==> config.mk <==
export PLATFORM = sky130hd
export DESIGN_NAME = lbpc_top
export DESIGN_NICKNAME = d
export VERILOG_FILES = /design/src/inc/lbpc_pkg.sv /design/src/hw/lbpc_sync.sv /design/src/hw/lbpc_i2c_slave.sv /design/src/hw/lbpc_top.sv
export SDC_FILE = /design/constraint.sdc
export NUM_CORES = 1
export LEC_CHECK = 0
export ABC_AREA = 0
export BUFFER_PORTS_ARGS = -buffer_cell sky130_fd_sc_hd__clkbuf_2
export CAP_MARGIN = 20
export CELL_PAD_IN_SITES_DETAIL_PLACEMENT = 1
export CELL_PAD_IN_SITES_GLOBAL_PLACEMENT = 1
export CORE_ASPECT_RATIO = 0.6
export CORE_MARGIN = 1
export CORE_UTILIZATION = 42
export DETAILED_ROUTE_END_ITERATION = 16
export GPL_TIMING_DRIVEN = 0
export PLACE_DENSITY_LB_ADDON = 0.1
export SLEW_MARGIN = 10
export SYNTH_ARGS = -nofsm -noshare
export SYNTH_HDL_FRONTEND = slang
export SYNTH_HIERARCHICAL = 1
export SYNTH_SLANG_ARGS = --single-unit
==> constraint.sdc <==
create_clock -name core_clk_in -period 2.1 [get_ports core_clk_in]
set_input_delay 0.42 -clock core_clk_in [delete_from_list [all_inputs] [get_ports core_clk_in]]
set_output_delay 0.42 -clock core_clk_in [all_outputs]
set_load 0.05 [all_outputs]
==> src/inc/lbpc_pkg.sv <==
// Purpose: shared constants and types of the link self-test and power-down control
// Assumes: core clock of 40 MHz
// Notes:   register offsets, field positions, reset values and timing counts
package lbpc_pkg;
    // register offsets
    localparam logic [7:0] REG_GEN_CONFIG    = 8'h02;
    localparam logic [7:0] REG_TEST_CTRL     = 8'h24;
    localparam logic [7:0] REG_ERR_COUNT     = 8'h25;
    // reset values, writable masks and error count limit
    localparam logic [7:0] GEN_CONFIG_RST    = 8'h01;
    localparam logic [7:0] TEST_CTRL_RST     = 8'h08;
    localparam logic [7:0] ERR_COUNT_RST     = 8'h00;
    localparam logic [7:0] GEN_CONFIG_MASK   = 8'h01;
    localparam logic [7:0] TEST_CTRL_MASK    = 8'h0F;
    localparam logic [7:0] ERR_COUNT_MAX     = 8'hFF;
    // field positions
    localparam int STROBE_SEL_BIT    = 0;
    localparam int CTRL_REG_EN_BIT   = 0;
    localparam int CTRL_CLK_LO_BIT   = 1;
    localparam int CTRL_CLK_HI_BIT   = 2;
    localparam int CTRL_PIN_SEL_BIT  = 3;
    // test clock codes, pin encoding
    localparam logic [1:0] TCLK_EXTERNAL     = 2'h0;
    localparam logic [1:0] TCLK_25MHZ        = 2'h1;
    localparam logic [1:0] TCLK_50MHZ        = 2'h2;
    localparam logic [1:0] TCLK_12M5         = 2'h3;
    // control port address, default value
    localparam logic [6:0] I2C_DEV_ADDR      = 7'h60;
    // timing, synchroniser width
    localparam int CLK_PERIOD_NS     = 25;
    localparam int PASS_PULSE_NS     = 50;
    localparam int RESULT_SHOW_NS    = 2000;
    localparam logic [7:0] PASS_PULSE_CYCLES =
        8'((PASS_PULSE_NS + CLK_PERIOD_NS - 1) / CLK_PERIOD_NS);
    localparam logic [7:0] RESULT_CYCLES     =
        8'(RESULT_SHOW_NS / CLK_PERIOD_NS);
    localparam int SYNC_WIDTH        = 17;

    typedef enum logic [2:0] {
        TS_OFF       = 3'b000,
        TS_WAIT_LOCK = 3'b001,
        TS_CHECK     = 3'b010,
        TS_RESULT    = 3'b011
    } lbpc_test_state_type;

    typedef enum logic [2:0] {
        IS_IDLE  = 3'b000,
        IS_ADDR  = 3'b001,
        IS_ACK_A = 3'b010,
        IS_PTR   = 3'b011,
        IS_ACK_P = 3'b100,
        IS_WDATA = 3'b101,
        IS_RDATA = 3'b110,
        IS_RACK  = 3'b111
    } lbpc_i2c_state_type;
endpackage

==> src/hw/lbpc_sync.sv <==
// Purpose: two-flop synchroniser for a bundle of outside levels
// Assumes: each bit is an independent level
// Notes:   first stage feeds only the second stage
`timescale 1ns/1ps
`default_nettype none
module lbpc_sync
    import lbpc_pkg::*;
#(
    parameter int WIDTH = SYNC_WIDTH
) (
    input  wire logic             core_clk_in,
    input  wire logic             sys_rst_in,
    input  wire logic [WIDTH-1:0] async_in,
    output var  logic [WIDTH-1:0] sync_out
);
    logic [WIDTH-1:0] stage1;

    always_ff @(posedge core_clk_in) begin
        if (sys_rst_in) begin
            stage1   <= '0;
            sync_out <= '0;
        end else begin
            stage1   <= async_in;
            sync_out <= stage1;
        end
    end
endmodule // lbpc_sync
`default_nettype wire

==> src/hw/lbpc_i2c_slave.sv <==
// Purpose: byte register slave on the two-wire control port
// Assumes: scl and sda already synchronised to the core clock
// Notes:   pointer byte then data bytes, pointer auto-increments
`timescale 1ns/1ps
`default_nettype none
module lbpc_i2c_slave
    import lbpc_pkg::*;
(
    input  wire logic       core_clk_in,
    input  wire logic       rst_in,
    input  wire logic       scl_in,
    input  wire logic       sda_in,
    input  wire logic [7:0] rd_data_in,
    output var  logic       sda_oe_out,
    output var  logic       wr_en_out,
    output var  logic [7:0] wr_data_out,
    output var  logic [7:0] addr_out
);
    lbpc_i2c_state_type st;
    logic       scl_q;
    logic       sda_q;
    logic       is_read;
    logic [3:0] bit_cnt;
    logic [7:0] shreg;
    logic [7:0] tx;
    logic       scl_rise;
    logic       scl_fall;
    logic       start_seen;
    logic       stop_seen;

    assign scl_rise   = scl_in & ~scl_q;
    assign scl_fall   = ~scl_in & scl_q;
    assign start_seen = scl_in & scl_q & sda_q & ~sda_in;
    assign stop_seen  = scl_in & scl_q & ~sda_q & sda_in;

    always_ff @(posedge core_clk_in) begin
        if (rst_in) begin
            scl_q <= 1'b1;
            sda_q <= 1'b1;
        end else begin
            scl_q <= scl_in;
            sda_q <= sda_in;
        end
    end

    always_ff @(posedge core_clk_in) begin
        if (rst_in) begin
            st          <= IS_IDLE;
            is_read     <= 1'b0;
            bit_cnt     <= 4'h0;
            shreg       <= 8'h00;
            tx          <= 8'h00;
            sda_oe_out  <= 1'b0;
            wr_en_out   <= 1'b0;
            wr_data_out <= 8'h00;
            addr_out    <= 8'h00;
        end else begin
            wr_en_out <= 1'b0;
            if (start_seen) begin
                st         <= IS_ADDR;
                bit_cnt    <= 4'h0;
                sda_oe_out <= 1'b0;
            end else if (stop_seen) begin
                st         <= IS_IDLE;
                sda_oe_out <= 1'b0;
            end else if (scl_rise) begin
                case (st)
                    IS_ADDR, IS_PTR, IS_WDATA: begin
                        shreg   <= {shreg[6:0], sda_in};
                        bit_cnt <= bit_cnt + 4'h1;
                    end
                    IS_RDATA: bit_cnt <= bit_cnt + 4'h1;
                    IS_RACK: begin
                        if (sda_in) begin
                            st <= IS_IDLE;
                        end
                    end
                    default: ;
                endcase
            end else if (scl_fall) begin
                case (st)
                    IS_ADDR: begin
                        if (bit_cnt == 4'h8) begin
                            if (shreg[7:1] == I2C_DEV_ADDR) begin
                                sda_oe_out <= 1'b1;
                                is_read    <= shreg[0];
                                st         <= IS_ACK_A;
                            end else begin
                                st <= IS_IDLE;
                            end
                        end
                    end
                    IS_ACK_A, IS_RACK: begin
                        bit_cnt <= 4'h0;
                        if (is_read) begin
                            tx         <= rd_data_in;
                            sda_oe_out <= ~rd_data_in[7];
                            st         <= IS_RDATA;
                        end else begin
                            sda_oe_out <= 1'b0;
                            st         <= IS_PTR;
                        end
                    end
                    IS_PTR: begin
                        if (bit_cnt == 4'h8) begin
                            addr_out   <= shreg;
                            sda_oe_out <= 1'b1;
                            st         <= IS_ACK_P;
                        end
                    end
                    IS_ACK_P: begin
                        sda_oe_out <= 1'b0;
                        bit_cnt    <= 4'h0;
                        st         <= IS_WDATA;
                    end
                    IS_WDATA: begin
                        if (bit_cnt == 4'h8) begin
                            wr_en_out   <= 1'b1;
                            wr_data_out <= shreg;
                            sda_oe_out  <= 1'b1;
                            st          <= IS_ACK_P;
                        end else if (bit_cnt == 4'h0) begin
                            sda_oe_out <= 1'b0;
                        end
                    end
                    IS_RDATA: begin
                        if (bit_cnt == 4'h8) begin
                            sda_oe_out <= 1'b0;
                            addr_out   <= addr_out + 8'h01;
                            st         <= IS_RACK;
                        end else begin
                            tx         <= {tx[6:0], 1'b0};
                            sda_oe_out <= ~tx[6];
                        end
                    end
                    default: ;
                endcase
            end
            if (wr_en_out) begin
                addr_out <= addr_out + 8'h01;
            end
        end
    end
endmodule // lbpc_i2c_slave
`default_nettype wire

==> src/hw/lbpc_top.sv <==
// Purpose: power-down, strobe edge select and at-speed link self test control
// Assumes: single 40 MHz core clock; link clock sampled as a level
// Notes:   registers reached over the two-wire control port
`timescale 1ns/1ps
`default_nettype none
module lbpc_top
    import lbpc_pkg::*;
(
    input  wire logic       core_clk_in,
    input  wire logic       sys_rst_in,
    input  wire logic       power_down_n_pin_in,
    input  wire logic       self_test_enable_pin_in,
    input  wire logic [1:0] test_clk_sel_pin_in,
    input  wire logic       link_clk_in,
    input  wire logic       link_lock_in,
    input  wire logic       link_frame_err_in,
    input  wire logic [7:0] link_data_in,
    input  wire logic       i2c_scl_in,
    input  wire logic       i2c_sda_in,
    output var  logic       i2c_sda_out,
    output var  logic       i2c_sda_oe_out,
    output var  logic       lock_out,
    output var  logic       lock_oe_out,
    output var  logic       pass_out,
    output var  logic       pass_oe_out,
    output var  logic       sck_out,
    output var  logic       sck_oe_out,
    output var  logic [7:0] audio_data_out,
    output var  logic       audio_data_oe_out,
    output var  logic       back_channel_start_out,
    output var  logic       link_self_test_active_out,
    output var  logic [1:0] test_clk_code_out
);
    logic [SYNC_WIDTH-1:0] raw_bus;
    logic [SYNC_WIDTH-1:0] sync_bus;
    logic                  pdn_s;
    logic                  test_pin_s;
    logic [1:0]            clk_pin_s;
    logic                  link_clk_s;
    logic                  lock_s;
    logic                  frame_err_s;
    logic [7:0]            data_s;
    logic                  scl_s;
    logic                  sda_s;
    logic                  rst_all;
    logic                  link_clk_q;
    logic                  link_rise;
    logic                  link_fall;
    logic                  launch;
    logic [7:0]            gen_config;
    logic [7:0]            test_ctrl;
    logic [7:0]            err_count;
    logic [7:0]            rd_data;
    logic                  wr_en;
    logic [7:0]            wr_data;
    logic [7:0]            reg_addr;
    logic                  test_en;
    logic                  test_en_q;
    logic                  session_start;
    lbpc_test_state_type   st;
    logic [7:0]            pulse_cnt;
    logic [7:0]            show_cnt;
    logic                  next_pass;
    logic [1:0]            next_clk_code;

    assign raw_bus = {i2c_sda_in,
                      i2c_scl_in,
                      link_data_in,
                      link_frame_err_in,
                      link_lock_in,
                      link_clk_in,
                      test_clk_sel_pin_in,
                      self_test_enable_pin_in,
                      power_down_n_pin_in};

    lbpc_sync #(
        .WIDTH (SYNC_WIDTH)
    ) u_sync (
        .core_clk_in (core_clk_in),
        .sys_rst_in  (sys_rst_in),
        .async_in    (raw_bus),
        .sync_out    (sync_bus)
    );

    assign pdn_s       = sync_bus[0];
    assign test_pin_s  = sync_bus[1];
    assign clk_pin_s   = sync_bus[3:2];
    assign link_clk_s  = sync_bus[4];
    assign lock_s      = sync_bus[5];
    assign frame_err_s = sync_bus[6];
    assign data_s      = sync_bus[14:7];
    assign scl_s       = sync_bus[14+1];
    assign sda_s       = sync_bus[SYNC_WIDTH-1];

    // power-down acts as a reset of all control state
    assign rst_all = sys_rst_in | ~pdn_s;

    lbpc_i2c_slave u_i2c (
        .core_clk_in (core_clk_in),
        .rst_in      (rst_all),
        .scl_in      (scl_s),
        .sda_in      (sda_s),
        .rd_data_in  (rd_data),
        .sda_oe_out  (i2c_sda_oe_out),
        .wr_en_out   (wr_en),
        .wr_data_out (wr_data),
        .addr_out    (reg_addr)
    );

    // open drain, only ever pulls low
    always_ff @(posedge core_clk_in) begin
        i2c_sda_out <= 1'b0;
    end

    // register writes
    always_ff @(posedge core_clk_in) begin
        if (rst_all) begin
            gen_config <= GEN_CONFIG_RST;
            test_ctrl  <= TEST_CTRL_RST;
        end else if (wr_en) begin
            if (reg_addr == REG_GEN_CONFIG) begin
                gen_config <= wr_data & GEN_CONFIG_MASK;
            end
            if (reg_addr == REG_TEST_CTRL) begin
                test_ctrl <= wr_data & TEST_CTRL_MASK;
            end
        end
    end

    // register reads
    always_comb begin
        case (reg_addr)
            REG_GEN_CONFIG: rd_data = gen_config;
            REG_TEST_CTRL:  rd_data = test_ctrl;
            REG_ERR_COUNT:  rd_data = err_count;
            default:        rd_data = 8'h00;
        endcase
    end

    // link clock edge detection
    always_ff @(posedge core_clk_in) begin
        if (rst_all) begin
            link_clk_q <= 1'b0;
        end else begin
            link_clk_q <= link_clk_s;
        end
    end

    assign link_rise = link_clk_s & ~link_clk_q;
    assign link_fall = ~link_clk_s & link_clk_q;

    // data changes on the edge opposite the capture edge
    assign launch = gen_config[STROBE_SEL_BIT] ? link_fall : link_rise;

    // output clock and data path
    always_ff @(posedge core_clk_in) begin
        if (rst_all) begin
            sck_out        <= 1'b0;
            audio_data_out <= 8'h00;
        end else begin
            sck_out <= link_clk_s;
            if (launch && lock_s) begin
                audio_data_out <= data_s;
            end
        end
    end

    // lock indication
    always_ff @(posedge core_clk_in) begin
        if (rst_all) begin
            lock_out <= 1'b0;
        end else begin
            lock_out <= lock_s;
        end
    end

    // output enables follow power-down
    always_ff @(posedge core_clk_in) begin
        if (sys_rst_in) begin
            lock_oe_out       <= 1'b0;
            pass_oe_out       <= 1'b0;
            sck_oe_out        <= 1'b0;
            audio_data_oe_out <= 1'b0;
        end else begin
            lock_oe_out       <= pdn_s;
            pass_oe_out       <= pdn_s;
            sck_oe_out        <= pdn_s;
            audio_data_oe_out <= pdn_s;
        end
    end

    // test enable from pin or register
    assign test_en = test_pin_s | test_ctrl[CTRL_REG_EN_BIT];

    always_ff @(posedge core_clk_in) begin
        if (rst_all) begin
            test_en_q <= 1'b0;
        end else begin
            test_en_q <= test_en;
        end
    end

    assign session_start = test_en & ~test_en_q;

    // self-test sequence
    always_ff @(posedge core_clk_in) begin
        if (rst_all) begin
            st        <= TS_OFF;
            err_count <= ERR_COUNT_RST;
            pulse_cnt <= 8'h00;
            show_cnt  <= 8'h00;
        end else begin
            if (pulse_cnt != 8'h00) begin
                pulse_cnt <= pulse_cnt - 8'h01;
            end
            case (st)
                TS_OFF, TS_RESULT: begin
                    if (session_start) begin
                        err_count <= ERR_COUNT_RST;
                        show_cnt  <= 8'h00;
                        st        <= TS_WAIT_LOCK;
                    end else if (st == TS_RESULT) begin
                        if (show_cnt <= 8'h01) begin
                            show_cnt <= 8'h00;
                            st       <= TS_OFF;
                        end else begin
                            show_cnt <= show_cnt - 8'h01;
                        end
                    end
                end
                TS_WAIT_LOCK: begin
                    if (!test_en) begin
                        show_cnt <= RESULT_CYCLES;
                        st       <= TS_RESULT;
                    end else if (lock_s) begin
                        st <= TS_CHECK;
                    end
                end
                TS_CHECK: begin
                    if (!test_en) begin
                        pulse_cnt <= 8'h00;
                        show_cnt  <= RESULT_CYCLES;
                        st        <= TS_RESULT;
                    end else if (link_rise && frame_err_s) begin
                        pulse_cnt <= PASS_PULSE_CYCLES;
                        if (err_count != ERR_COUNT_MAX) begin
                            err_count <= err_count + 8'h01;
                        end
                    end
                end
                default: st <= TS_OFF;
            endcase
        end
    end

    // start command over the back channel
    always_ff @(posedge core_clk_in) begin
        if (rst_all) begin
            back_channel_start_out <= 1'b0;
        end else begin
            back_channel_start_out <= session_start &&
                                      (st == TS_OFF || st == TS_RESULT);
        end
    end

    // test mode level towards the serializer
    always_ff @(posedge core_clk_in) begin
        if (rst_all) begin
            link_self_test_active_out <= 1'b0;
        end else begin
            link_self_test_active_out <= test_en;
        end
    end

    // result pin
    always_comb begin
        case (st)
            TS_OFF:       next_pass = lock_s;
            TS_WAIT_LOCK: next_pass = 1'b0;
            TS_CHECK:     next_pass = (pulse_cnt == 8'h00);
            TS_RESULT:    next_pass = (err_count == ERR_COUNT_RST);
            default:      next_pass = 1'b0;
        endcase
    end

    always_ff @(posedge core_clk_in) begin
        if (rst_all) begin
            pass_out <= 1'b0;
        end else begin
            pass_out <= next_pass;
        end
    end

    // test clock source selection, normalised to pin encoding
    always_comb begin
        next_clk_code = TCLK_EXTERNAL;
        if (test_en) begin
            if (test_ctrl[CTRL_PIN_SEL_BIT]) begin
                next_clk_code = clk_pin_s;
            end else begin
                case (test_ctrl[CTRL_CLK_HI_BIT:CTRL_CLK_LO_BIT])
                    2'h1:    next_clk_code = TCLK_50MHZ;
                    2'h2:    next_clk_code = TCLK_25MHZ;
                    2'h3:    next_clk_code = TCLK_12M5;
                    default: next_clk_code = TCLK_EXTERNAL;
                endcase
            end
        end
    end

    always_ff @(posedge core_clk_in) begin
        if (rst_all) begin
            test_clk_code_out <= TCLK_EXTERNAL;
        end else begin
            test_clk_code_out <= next_clk_code;
        end
    end
endmodule // lbpc_top
`default_nettype wire

**Yosys cells after proc, flatten, opt, wreduce, memory -nomap -nowiden**

Cells that the tools add are included.

- Register bits after elaboration: 121
- Input port bits: 19
- Output and inout port bits: 21
- Logic and storage cells: 219

- Add/sub/neg operators: 5
- Magnitude comparators: 1
- Eq/ne operators: 50
- Multiplexer cells: 62
- Bitwise operators: 28
- Reductions and logical operators: 45

Operators by type and width:

| kind | number |
|---|---|
| two-way mux 8 bit | 19 |
| case mux 8 bit (2 select lines) | 3 |
| two-way mux 3 bit | 14 |
| AND reduction 7 bit | 6 |
| case mux 8 bit (3 select lines) | 1 |
| != test 2 bit (second input constant) | 10 |
| != test 3 x 1 -> 1 bit (second input constant) | 6 |
| adder 8 x 1 -> 8 bit (second input constant) | 2 |
| equality test 8 x 6 -> 1 bit (second input constant) | 2 |
| logical NOT 8 bit | 2 |
| two-way mux 4 bit | 4 |
| inverter 1 bit | 16 |
| nonzero test 8 bit | 2 |
| subtractor 8 x 1 -> 8 bit (second input constant) | 2 |
| != test 5 x 1 -> 1 bit (second input constant) | 3 |
| case mux 3 bit (5 select lines) | 1 |
| two-way mux 7 bit | 2 |
| != test 2 x 1 -> 1 bit (second input constant) | 7 |
| case mux 7 bit (2 select lines) | 1 |
| equality test 3 x 2 -> 1 bit (second input constant) | 4 |
| equality test 3 bit (second input constant) | 4 |
| AND reduction 4 bit | 3 |
| nonzero test 2 bit | 6 |
| nonzero test 6 bit | 2 |
| 34 further kinds | 69 |

**Depth between registers and ports, before layout**

Gate-level depths: netlist of the first run.

- Word-level depth: 8
- Gate-level depth with buffers: 8
- Gate-level depth less buffers: 7

**By module**

The synthesis of the first run kept the hierarchy.

By module, submodules not included:

| module | instances | cells an instance | area an instance (um^2) | seq. area each (um^2) |
|---|---|---|---|---|
| lbpc_top | 1 | 280 | 2,514.9 | 940.9 |
| lbpc_i2c_slave | 1 | 284 | 2,392.3 | 860.8 |
| lbpc_sync | 1 | 71 | 937.1 | 680.7 |

**Worst setup path before layout of the first run**

OpenSTA, ideal clock, no wires.

- Path kind: input to register
- From: input port sys_rst_in
- To: register u_i2c.wr_data_out[0]
- Setup time: 0.128 ns
- Arrival: 1.975 ns
- Required time: 1.972 ns
- Slack: -0.002 ns
- Stages: 8
- Buffers on the path: 5
- Cells stage by stage: nor2b_1 > inv_1 > clkbuf_1 > buf_1 > clkbuf_1 > clkbuf_1 > clkbuf_1 > nor2_1

- Cells in the longest elaborated chain, start to end: 1

Ends and longest elaborated chain:

| item | line | text |
|---|---|---|
| start: declaration | lbpc_top.sv:10 | `input wire logic sys_rst_in,` |
| bitwise OR 1 bit | lbpc_top.sv:96 | `assign rst_all = sys_rst_in \| ~pdn_s;` |
| net rst_all | lbpc_top.sv:45 | `logic rst_all;` |
| end signal: assignment | lbpc_i2c_slave.sv:119 | `wr_data_out <= shreg;` |
| end: declaration | lbpc_i2c_slave.sv:16 | `output var logic [7:0] wr_data_out,` |

The timed path passes the listed nets, and every way through them passes these cells.
A chain may end at the register's enable or synchronous reset.

**Worst setup path in the final report of the first run**

- From: register pulse_cnt[3]
- To: register pulse_cnt[1]

- Cells in the longest elaborated chain, start to end: 5

Ends and longest elaborated chain:

| item | line | text |
|---|---|---|
| start: declaration | lbpc_top.sv:61 | `logic [7:0] pulse_cnt;` |
| start signal: assignment | lbpc_top.sv:214 | `pulse_cnt <= pulse_cnt - 8'h01;` |
| nonzero test 8 bit * | lbpc_top.sv:213 | `if (pulse_cnt != 8'h00) begin` |
| two-way mux 8 bit * | lbpc_top.sv:213 |  |
| two-way mux 8 bit | lbpc_top.sv:244 | `end else if (link_rise && frame_err_s) begin` |
| two-way mux 8 bit | lbpc_top.sv:240 | `if (!test_en) begin` |
| two-way mux 8 bit * | lbpc_top.sv:216 | `case (st)` |

Every way passes the cells marked *; elsewhere a longest branch is shown, timed or not.

==> results of run 1 <==
-- worst max-delay path: stages (launching register included) --
cell and delay [ns]:
dfxtp_1 0.33, or4_4 0.58, nor4b_4 0.38, mux2_1 0.38, a221oi_1 0.27
-- sequential cells by signal, summed over array words and instances (netlist names), 2 cells and up --
register           cells
audio_data_out         8
err_count              8
pulse_cnt              8
show_cnt               8
st                     2
test_clk_code_out      2
test_ctrl              4
u_i2c/addr_out         8
u_i2c/bit_cnt          4
u_i2c/shreg            8
u_i2c/st               3
u_i2c/tx               7
u_i2c/wr_data_out      4
u_sync/stage1         17
u_sync/sync_out       17
-- report_power, final --
group          internal (mW)  leakage (nW)  switching (mW)  total [mW]
combinational         0.0738          1.49           0.103       0.177
clock                   1.62         0.258            1.14        2.76
sequential              2.31         0.975          0.0158        2.32
-- path summary, 6_finish.rpt --
| check | cells after the start | endpoint |
|---|---|---|
| worst max register to register | 4 | pulse_cnt[1] |
| worst min-delay path | 2 | u_sync/stage1[4] |
| worst min register to register | 1 | u_sync/sync_out[11] |
| worst max-delay path | 4 | pulse_cnt[1] |
-- final cells by class --
type	count	area (um^2)	area share (%)
inverters	23	86.3	1.24
multi-input cells	446	3130	45.1
repair buffers	53	322	4.63
flip-flops and latches	120	2410	34.7
well taps	170	213	3.06
clock inverters	14	126	1.82
clock buffers	17	425	6.13
plain buffers	31	225	3.24
-- metal layers --
layer	vias to the layer above	wire length, um	GRT usage [%]
met5	-	0	0
met4	0	168	7.66
met3	17	882	5.94
met2	129	6890	35.2
met1	2432	8640	35.3
li1	2343	-	-
-- layout by cell type, fill, tap and decap left out, types with 4 or more instances in the layout --
cell type / n
nor3_1: 12
mux2i_1: 31
nor2_1: 67
clkbuf_1: 4
dfxtp_1: 117
ha_1: 12
clkbuf_16: 18
nand2b_1: 15
a211oi_1: 4
nor2b_1: 41
or2_2: 5
o21ai_0: 19
a21o_1: 6
a311oi_1: 7
nand3b_1: 4
a31oi_1: 5
inv_1: 20
nand2_1: 29
clkbuf_2: 45
nor4_1: 4
and2_1: 7
nand3_1: 18
clkinvlp_4: 5
or3_1: 6
o31ai_1: 7
buf_2: 6
and3_1: 8
buf_4: 18
a21oi_1: 28
o211ai_1: 5
xnor2_1: 8
and2b_2: 4
and3b_1: 4
buf_6: 9
nand4_1: 4
a221oi_1: 4
-- what timing repair did --
action | CTS | global route
endpoints found under the setup margin | 58 | 44
cloned | 1 | 1
setup buffers | 7 | 6
gates resized for setup | 24 | 25
pin swaps | 5 | 8
-- per-stage QoR --
step | cells | TNS [ns] | instance area (um^2) | util (%)
2_1_floorplan | 623 | 0 | 5710 | -
3_3_place_gp | 831 | -41.16 | 6110 | 46.8
3_5_place_dp | 831 | -45.87 | 6110 | 46.8
4_1_cts | 867 | 0 | 6770 | 51.9
5_1_grt | 874 | -0.0390 | 6940 | 53.2
6_report | 874 | 0 | 6940 | 53.2
==> impl_results.md, run 1 <==
- Status: finished, violations left
- Failing checks: DRC
- CTS clk-pin slew, worst paths: about 0.060 ns
- WL final: 16600 um
- Setup crit start: pulse_cnt[3]
- Final period util: 96.6%
- Vias: 4921
- Final clock skew: 0.00879 ns
- Design Power: roughly 5.3 mW
- Fin nets: 727
- Initial core utilization: between 40% and 50%
- Ports: 40
- Post-Place Worst Slack: -1.39 ns
- Reg2reg setup slack: just over 0.07 ns
- Clk_lat worst skew: 0.42 ns
- CTS Buf Count: 17
- Vias in the first global route: between 4000 and 5000
- Tmin final: 2.03 ns
- First-pass GRT wire length: between 20000 and 30000 um
- CTS tree: done
- Initial antenna violation count: 0
- Hold-fix buffers at CTS: 0
- Yosys warnings: 6
- Final Hold Viols: 0
- Global Route Usage Sum: between 20% and 30%
- # DRC: 7
- Fmax: about 490 MHz
- Relative max-transition margin: a little under three fifths
- HP Class: in2reg
- Leakage: 2.72 nW
- Synth Area per Inst: just over 9 um^2
- CP Launch Type: flop
- Worst-path maximum fanout: 4
- Largest net degree at the start of global routing: 18
- Crit path capture type: flop
- Setup ws final: just over 0.07 ns
- Area delta synth->final: 21.6%
- First drt pass iteration count: 11
- CTS HTree Levels: 4
- CP arrival: 2.35 ns
- RR Startpoint: pulse_cnt[3]
- Max Cap Viol: 0
- Core box area: about 13000 um^2
- Kind of critical path: reg2reg
- HP Start: link_clk_in
- Layout cell share with drive strength beyond 1: between 20% and 30%
- Worst IR Drop VDD: roughly 0.38 mV
- Post-DR vias/cell: approximately 5.6
- Die Y: between 90 and 100 um
- CTS root buffer: clkbuf_16
- Wire length per cell: 19.0 um
- Post-Syn Instances: about 620
- # setup viols final: 0
- Slew @ Worst Pin: 0.654 ns
- Diode count: 0
- Number of fill cells: 1513
- CTS max path bufs: 2
- FP Rows: 32
- CP Data Required Time: roughly 2.4 ns
- Final ANT Viol Nets: 0
- GPL Wtd Cong: 0.839
- Synthesized area: around 5700 um^2
- Total power per unit cell area: between 700 and 800 nW/um^2
- Die area: ~14000 um^2
- Iter 0 DRT Violations: a little over 300
- Slew Viols, Final: 0
- Net count after synthesis: approximately 660
- Die width: 153 um
- Dpl hpwl: roughly 11000 um
- Port bufs: 38
- # clock sinks: 120
- Hold slack: between 0.2 and 0.25 ns
- Grt ovf: 0
Power figures use the tool's default switching activity.
==> run 2: changes to the inputs <==
--- a/config.mk
+++ b/config.mk
@@ -12,10 +12,11 @@
 export CELL_PAD_IN_SITES_GLOBAL_PLACEMENT = 1
 export CORE_ASPECT_RATIO = 0.6
 export CORE_MARGIN = 1
-export CORE_UTILIZATION = 42
+export CORE_UTILIZATION = 50
+export CTS_CLUSTER_DIAMETER = 40
 export DETAILED_ROUTE_END_ITERATION = 16
 export GPL_TIMING_DRIVEN = 0
-export PLACE_DENSITY_LB_ADDON = 0.1
+export PLACE_DENSITY_LB_ADDON = 0.2
 export SLEW_MARGIN = 10
 export SYNTH_ARGS = -nofsm -noshare
 export SYNTH_HDL_FRONTEND = slang
==> constraint.sdc (replaced) <==
create_clock -name core_clk_in -period 2.35 [get_ports core_clk_in]
set_input_delay 0.47 -clock core_clk_in [delete_from_list [all_inputs] [get_ports core_clk_in]]
set_output_delay 0.47 -clock core_clk_in [all_outputs]
set_load 0.05 [all_outputs]
==> impl_results.md, run 2 (synthesis results as in run 1) <==
- HP Class: in2reg
- Layout cell share with drive strength beyond 1: 18.9% (-4.1 points)
- Fmax: 442 MHz (-10%)
- Worst IR Drop VDD: 0.588 mV (+56%)
- Tmin final: 2.26 ns (+0.235 ns)
- RSZ-0062 raised after global routing: false
- CTS clk-pin slew, worst paths: 0.06 ns (about the same)
- WL final: 16900 um (+2.1%)
- FP Rows: 29 (-9.4%)
- Wire length per cell: 20.3 um (+7.1%)
- # setup viols final: 0 (unchanged)
- CP arrival: 2.61 ns (+0.26 ns)
- Die area: 11900 um^2 (-16%)
- Iter 0 DRT Violations: 301 (-0.66%)
- Grt ovf: 0 (unchanged)
- Kind of critical path: reg2reg
- Relative max-transition margin: 42.0% (-14 points)
- CP Data Required Time: 2.69 ns (+0.26 ns)
- Initial core utilization: 52.6% (+8.9 points)
- Vias: 5055 (+2.7%)
- Fin nets: 716 (-1.5%)
- Die width: 140 um (-8.2%)
- Clk_lat worst skew: 0.42 ns (about the same)
- CTS max path bufs: 2 (unchanged)
- Ports: 40 (unchanged)
- # placed instances: 800 (-3.7%)
- Max Cap Viol: 0 (unchanged)
- CTS root buffer: clkbuf_16
- Vias in the first global route: 5124 (+5.8%)
- CTS tree: done
- Port bufs: 38 (unchanged)
- Total power per unit cell area: 718 nW/um^2 (-5.3%)
- Worst-path maximum fanout: 7 (+3)
- CTS Buf Count: 17 (unchanged)
- CP Launch Type: flop
- Final Hold Viols: 0 (unchanged)
- Initial antenna violation count: 0 (unchanged)
- Largest net degree at the start of global routing: 18 (unchanged)
- Global Route Usage Sum: 29.7% (+5.4 points)
- Area occupied by multi-input gates: 3070 um^2 (-2.2%)
- # DRC: 0 (-7)
- GPL Wtd Cong: 0.903 (+7.7%)
- Area delta synth->final: 18.1%
- Register area: 2410 um^2 (-0.16%)
- Status: completed
- Commonest non-fill, non-tap cells in the layout: dfxtp_1, nor2_1, clkbuf_2, nor2b_1, mux2i_1
- CTS HTree Levels: 4 (unchanged)
- First-pass GRT wire length: 27000 um (+3.2%)
- Slew @ Worst Pin: 0.863 ns (+0.209 ns)
- Top Registers: u_sync/stage1: 17 flops, u_sync/sync_out: 17 flops
- Final clock skew: 0.00585 ns (-0.00293 ns)
- Hold slack: 0.266 ns (+0.0489 ns)
- Finished Layout Cells: 833 (-4.7%)
- Die Y: 84.8 um (-8.2%)
- Slew Viols, Final: 0 (unchanged)
- Diode count: 0 (unchanged)
- # clock sinks: 120 (unchanged)
- Crit path capture type: flop
- Number of fill cells: 1247 (-18%)
- First drt pass iteration count: 4 (-7)
- Final ANT Viol Nets: 0 (unchanged)
- Leakage: 2.66 nW (-2.4%)
- Dpl hpwl: 11400 um (-0.37%)
- Commonest non-fill, non-tap cell in the layout: dfxtp_1
- Hold-fix buffers at CTS: 0 (unchanged)
- Final period util: 96.4% (-0.29 points)
- Core box area: 10800 um^2 (-17%)
- Post-DR vias/cell: 6.07 (+7.8%)
run 2: what timing repair did:
action	in CTS	in global routing
pin swaps	0	1
resized for setup	5	15
buffers inserted	0	1
gates cloned	0	1
setup endpoints to repair	41	33
run 2: worst paths after layout:
kind / from / slack (ns) / cells past startpoint / endpoint
worst min register to register: u_sync/stage1[15] / 0.44 / 1 / u_sync/sync_out[15]
worst max-delay path: st[0] / 0.09 / 8 / err_count[4]
worst min-delay path: i2c_scl_in / 0.27 / 2 / u_sync/stage1[15]
worst max register to register: st[0] / 0.09 / 8 / err_count[4]
run 2: power breakdown:
group / switching [mW] / internal (mW) / total, mW
logic: 0.0894 / 0.0609 / 0.150
registers: 0.0145 / 2.06 / 2.08
clock network: 1.02 / 1.60 / 2.61
run 2: layer usage:
layer	vias up	GRT usage [%]	wire length [um]
li1	2325	-	-
met1	2508	39.2	7930
met2	188	47.5	7610
met3	34	7.42	1080
met4	0	10.3	312
met5	-	0	0
run 2: per-stage QoR:
step                      setup slack [ns]  area, um^2  util, %  power (mW)  TNS (ns)
final                               0.0855        6740     62.2        4.84         0
after global routing                0.0132        6740     62.2        4.97         0
after CTS                          0.00171        6670     61.5        4.87         0
after detailed placement             -1.11        6070     56.0        2.26    -33.30
after global placement               -1.04        6070     56.0        2.26    -30.68
after floorplan                      0.222        5710        -        2.21         0
run 2: area by class of cell:
cell class | instances | share of cell area [%]
Tap cell | 139 | 2.58
Sequential cell | 120 | 35.7
Clock buffer | 19 | 6.57
Inverter | 23 | 1.28
Timing Repair Buffer | 40 | 3.01
Buffer | 33 | 3.21
Multi-Input combinational cell | 446 | 45.5
Clock inverter | 13 | 2.19
run 2: worst max-delay path: stages, from the launching register on:
cell and delay [ns]:
dfxtp_4 0.36, inv_1 0.12, ha_4 0.22, or2_1 0.25
buf_6 0.14, a221o_1 0.41, buf_6 0.17, or3_1 0.36
a21oi_2 0.15
==> run 3: changes to the inputs <==
--- a/config.mk
+++ b/config.mk
@@ -13,7 +13,9 @@
 export CORE_ASPECT_RATIO = 0.6
 export CORE_MARGIN = 1
 export CORE_UTILIZATION = 50
+export CTS_BUF_LIST = sky130_fd_sc_hd__clkbuf_8
 export CTS_CLUSTER_DIAMETER = 40
+export CTS_CLUSTER_SIZE = 8
 export DETAILED_ROUTE_END_ITERATION = 16
 export GPL_TIMING_DRIVEN = 0
 export PLACE_DENSITY_LB_ADDON = 0.2
==> impl_results.md, run 3 (synthesis results as in run 1) <==
- Status: completed
- GR Layer Usage met3: 7.42% (unchanged)
- Met1 Use GR: 38.7% (-0.53 points)
- Hold-fix buffers at CTS: 0 (unchanged)
- Dpl hpwl: 11400 um (unchanged)
- Die Y: 84.8 um (unchanged)
- # setup viols final: 0 (unchanged)
- CTS root buffer: clkbuf_8
- CTS tree: done
- Initial core utilization: 52.6% (unchanged)
- Ports: 40 (unchanged)
- Tmin final: 2.27 ns (+0.00207 ns)
- FP Rows: 29 (unchanged)
- Most frequent cell on the critical path: buf_6
- RR Endpoint: err_count[4]
- Max Cap Viol: 0 (unchanged)
- Slew @ Worst Pin: 0.777 ns (-0.0859 ns)
- Reg2reg setup slack: 0.08 ns (about the same)
- Commonest non-fill, non-tap cells in the layout: dfxtp_1, nor2_1, clkbuf_2, nor2b_1, mux2i_1
- Port bufs: 38 (unchanged)
- Die width: 140 um (unchanged)
- Worst IR Drop VDD: 0.400 mV (-32%)
- Commonest non-fill, non-tap cell in the layout: dfxtp_1
- Initial antenna violation count: 0 (unchanged)
- GR Util met2: 46.5% (-1.0 points)
- Final ANT Viol Nets: 0 (unchanged)
- Post-DR vias/cell: 5.99 (-1.2%)
- CP Data Required Time: 2.74 ns (+0.05 ns)
- Total power per unit cell area: 631 nW/um^2 (-12%)
- Vias: 5010 (-0.89%)
- Global Route Usage Sum: 29.5% (-0.25 points)
- Sum Neg Setup Slack: 0 ns (unchanged)
- First drt pass iteration count: 4 (unchanged)
- Slew Viols, Final: 0 (unchanged)
- Post-Place Worst Slack: -1.11 ns (unchanged)
- CP Launch Type: flop
- Layout cell share with drive strength beyond 1: 19.2% (+0.35 points)
- CP Cell Sequence: inv_1, ha_4, or2_1, buf_6, a221o_1, buf_6, or3_1, a21oi_2
- Setup ws final: 0.0834 ns (-0.00207 ns)
- Grt peak-use layer: met2
- Min-Delay Endpoint: u_sync/stage1[15]
- CTS HTree Levels: 4 (unchanged)
- CP arrival: 2.66 ns (+0.05 ns)
- # DRC: 0 (unchanged)
- Kind of critical path: reg2reg
- Leakage: 2.59 nW (-2.7%)
- Final Hold Viols: 0 (unchanged)
- GPL Wtd Cong: 0.903 (unchanged)
- # clock sinks: 120 (unchanged)
- Relative max-transition margin: 47.8% (+5.8 points)
- RR Startpoint: st[0]
- Clk_lat worst skew: 0.46 ns (+0.04 ns)
- CTS clk-pin slew, worst paths: 0.09 ns (+0.03 ns)
- Area delta synth->final: 15.1%
- Grt ovf: 0 (unchanged)
- CTS max path bufs: 2 (unchanged)
- CTS Buf Count: 17 (unchanged)
- Iter 0 DRT Violations: 299 (-0.66%)
- Largest net degree at the start of global routing: 18 (unchanged)
- Reg2reg path depth: 8 (unchanged)
- Wire length per cell: 20.0 um (-1.6%)
- Slowest CP cell: a221o_1
- HP Start: i2c_scl_in
- Core box area: 10800 um^2 (unchanged)
- Die area: 11900 um^2 (unchanged)
- Worst-path maximum fanout: 7 (unchanged)
- Top Registers: u_sync/stage1: 17 flops, u_sync/sync_out: 17 flops
- Final clock skew: 0.0131 ns (+0.00728 ns)
- Fin nets: 719 (+0.42%)
- Worst path max stage delay: 0.39 ns (-0.02 ns)
- WL final: 16700 um (-1.2%)
- Hold depth: 2 (unchanged)
- HP Class: in2reg
- Final period util: 96.5% (about the same)
- Diode count: 0 (unchanged)
- First-pass GRT wire length: 26600 um (-1.3%)
- Fmax: 441 MHz (about the same)
- Vias in the first global route: 5112 (-0.23%)
- RSZ-0062 raised after global routing: false
- Crit path capture type: flop
==> run 3: cell count changes in the layout (fill, tap and decap cells not counted), sizes merged <==
cell / delta
buf: +3
clkbuf: -1
inv: +1
==> run 3: metrics by stage <==
step / area (um^2) / hold slack (ns) / util, % / std cells / power, mW
CTS: 6480 / 0.205 / 59.7 / 831 / 4.17
detailed placement: 6070 / 0.427 / 56.0 / 800 / 2.26
global placement: 6070 / 0.417 / 56.0 / 800 / 2.26
global route: 6570 / 0.213 / 60.6 / 836 / 4.27
finish: 6570 / 0.221 / 60.6 / 836 / 4.15
floorplan: 5710 / 0.414 / - / 623 / 2.21
==> run 3: report_power, final <==
group	internal, mW	total [mW]	switching (mW)
combinational	0.0622	0.151	0.0888
sequential	2.06	2.07	0.0136
clock	0.974	1.92	0.946
==> run 3: critical path, delay by kind of cell (launching register included) <==
kind,cells,cell delay (ns)
buf+inv,3,0.43
compound gates,2,0.55
flops,1,0.37
fa+ha+maj,1,0.22
simple gates,2,0.62
==> run 3: how the worst max path moves through the flow <==
stage / startpoint / end / slack [ns]
2_1_floorplan: sys_rst_in / u_i2c/is_read / 0.22
3_3_place_gp: sys_rst_in / u_i2c/shreg[5] / -1.04
3_5_place_dp: sys_rst_in / u_i2c/shreg[0] / -1.11
4_1_cts: st[1] / err_count[4] / 0.02
5_1_grt: st[0] / pulse_cnt[7] / 0.009
6_report: st[0] / err_count[4] / 0.08
==> run 3: final cells by class <==
cell class | instances | area (um^2)
buffer | 33 | 219
sequential | 120 | 2410
timing repair buffer | 43 | 225
inverter | 23 | 86.3
clock buffer | 18 | 248
tap | 139 | 174
multi-input combinational | 446 | 3060
fill | 1257 | 4280
clock inverter | 14 | 151
==> run 3: metal layers <==
layer / wire (um) / part of all wire, %
met4: 232 / 1.4
met1: 7880 / 47
met2: 7500 / 45
met3: 1110 / 6.7
met5: 0 / 0
==> run 3: timing repair <==
action	CTS	global route
resized for setup	5	17
buffers inserted	0	4
cloned	0	1
setup endpoints to repair	42	33
pin swaps	0	3
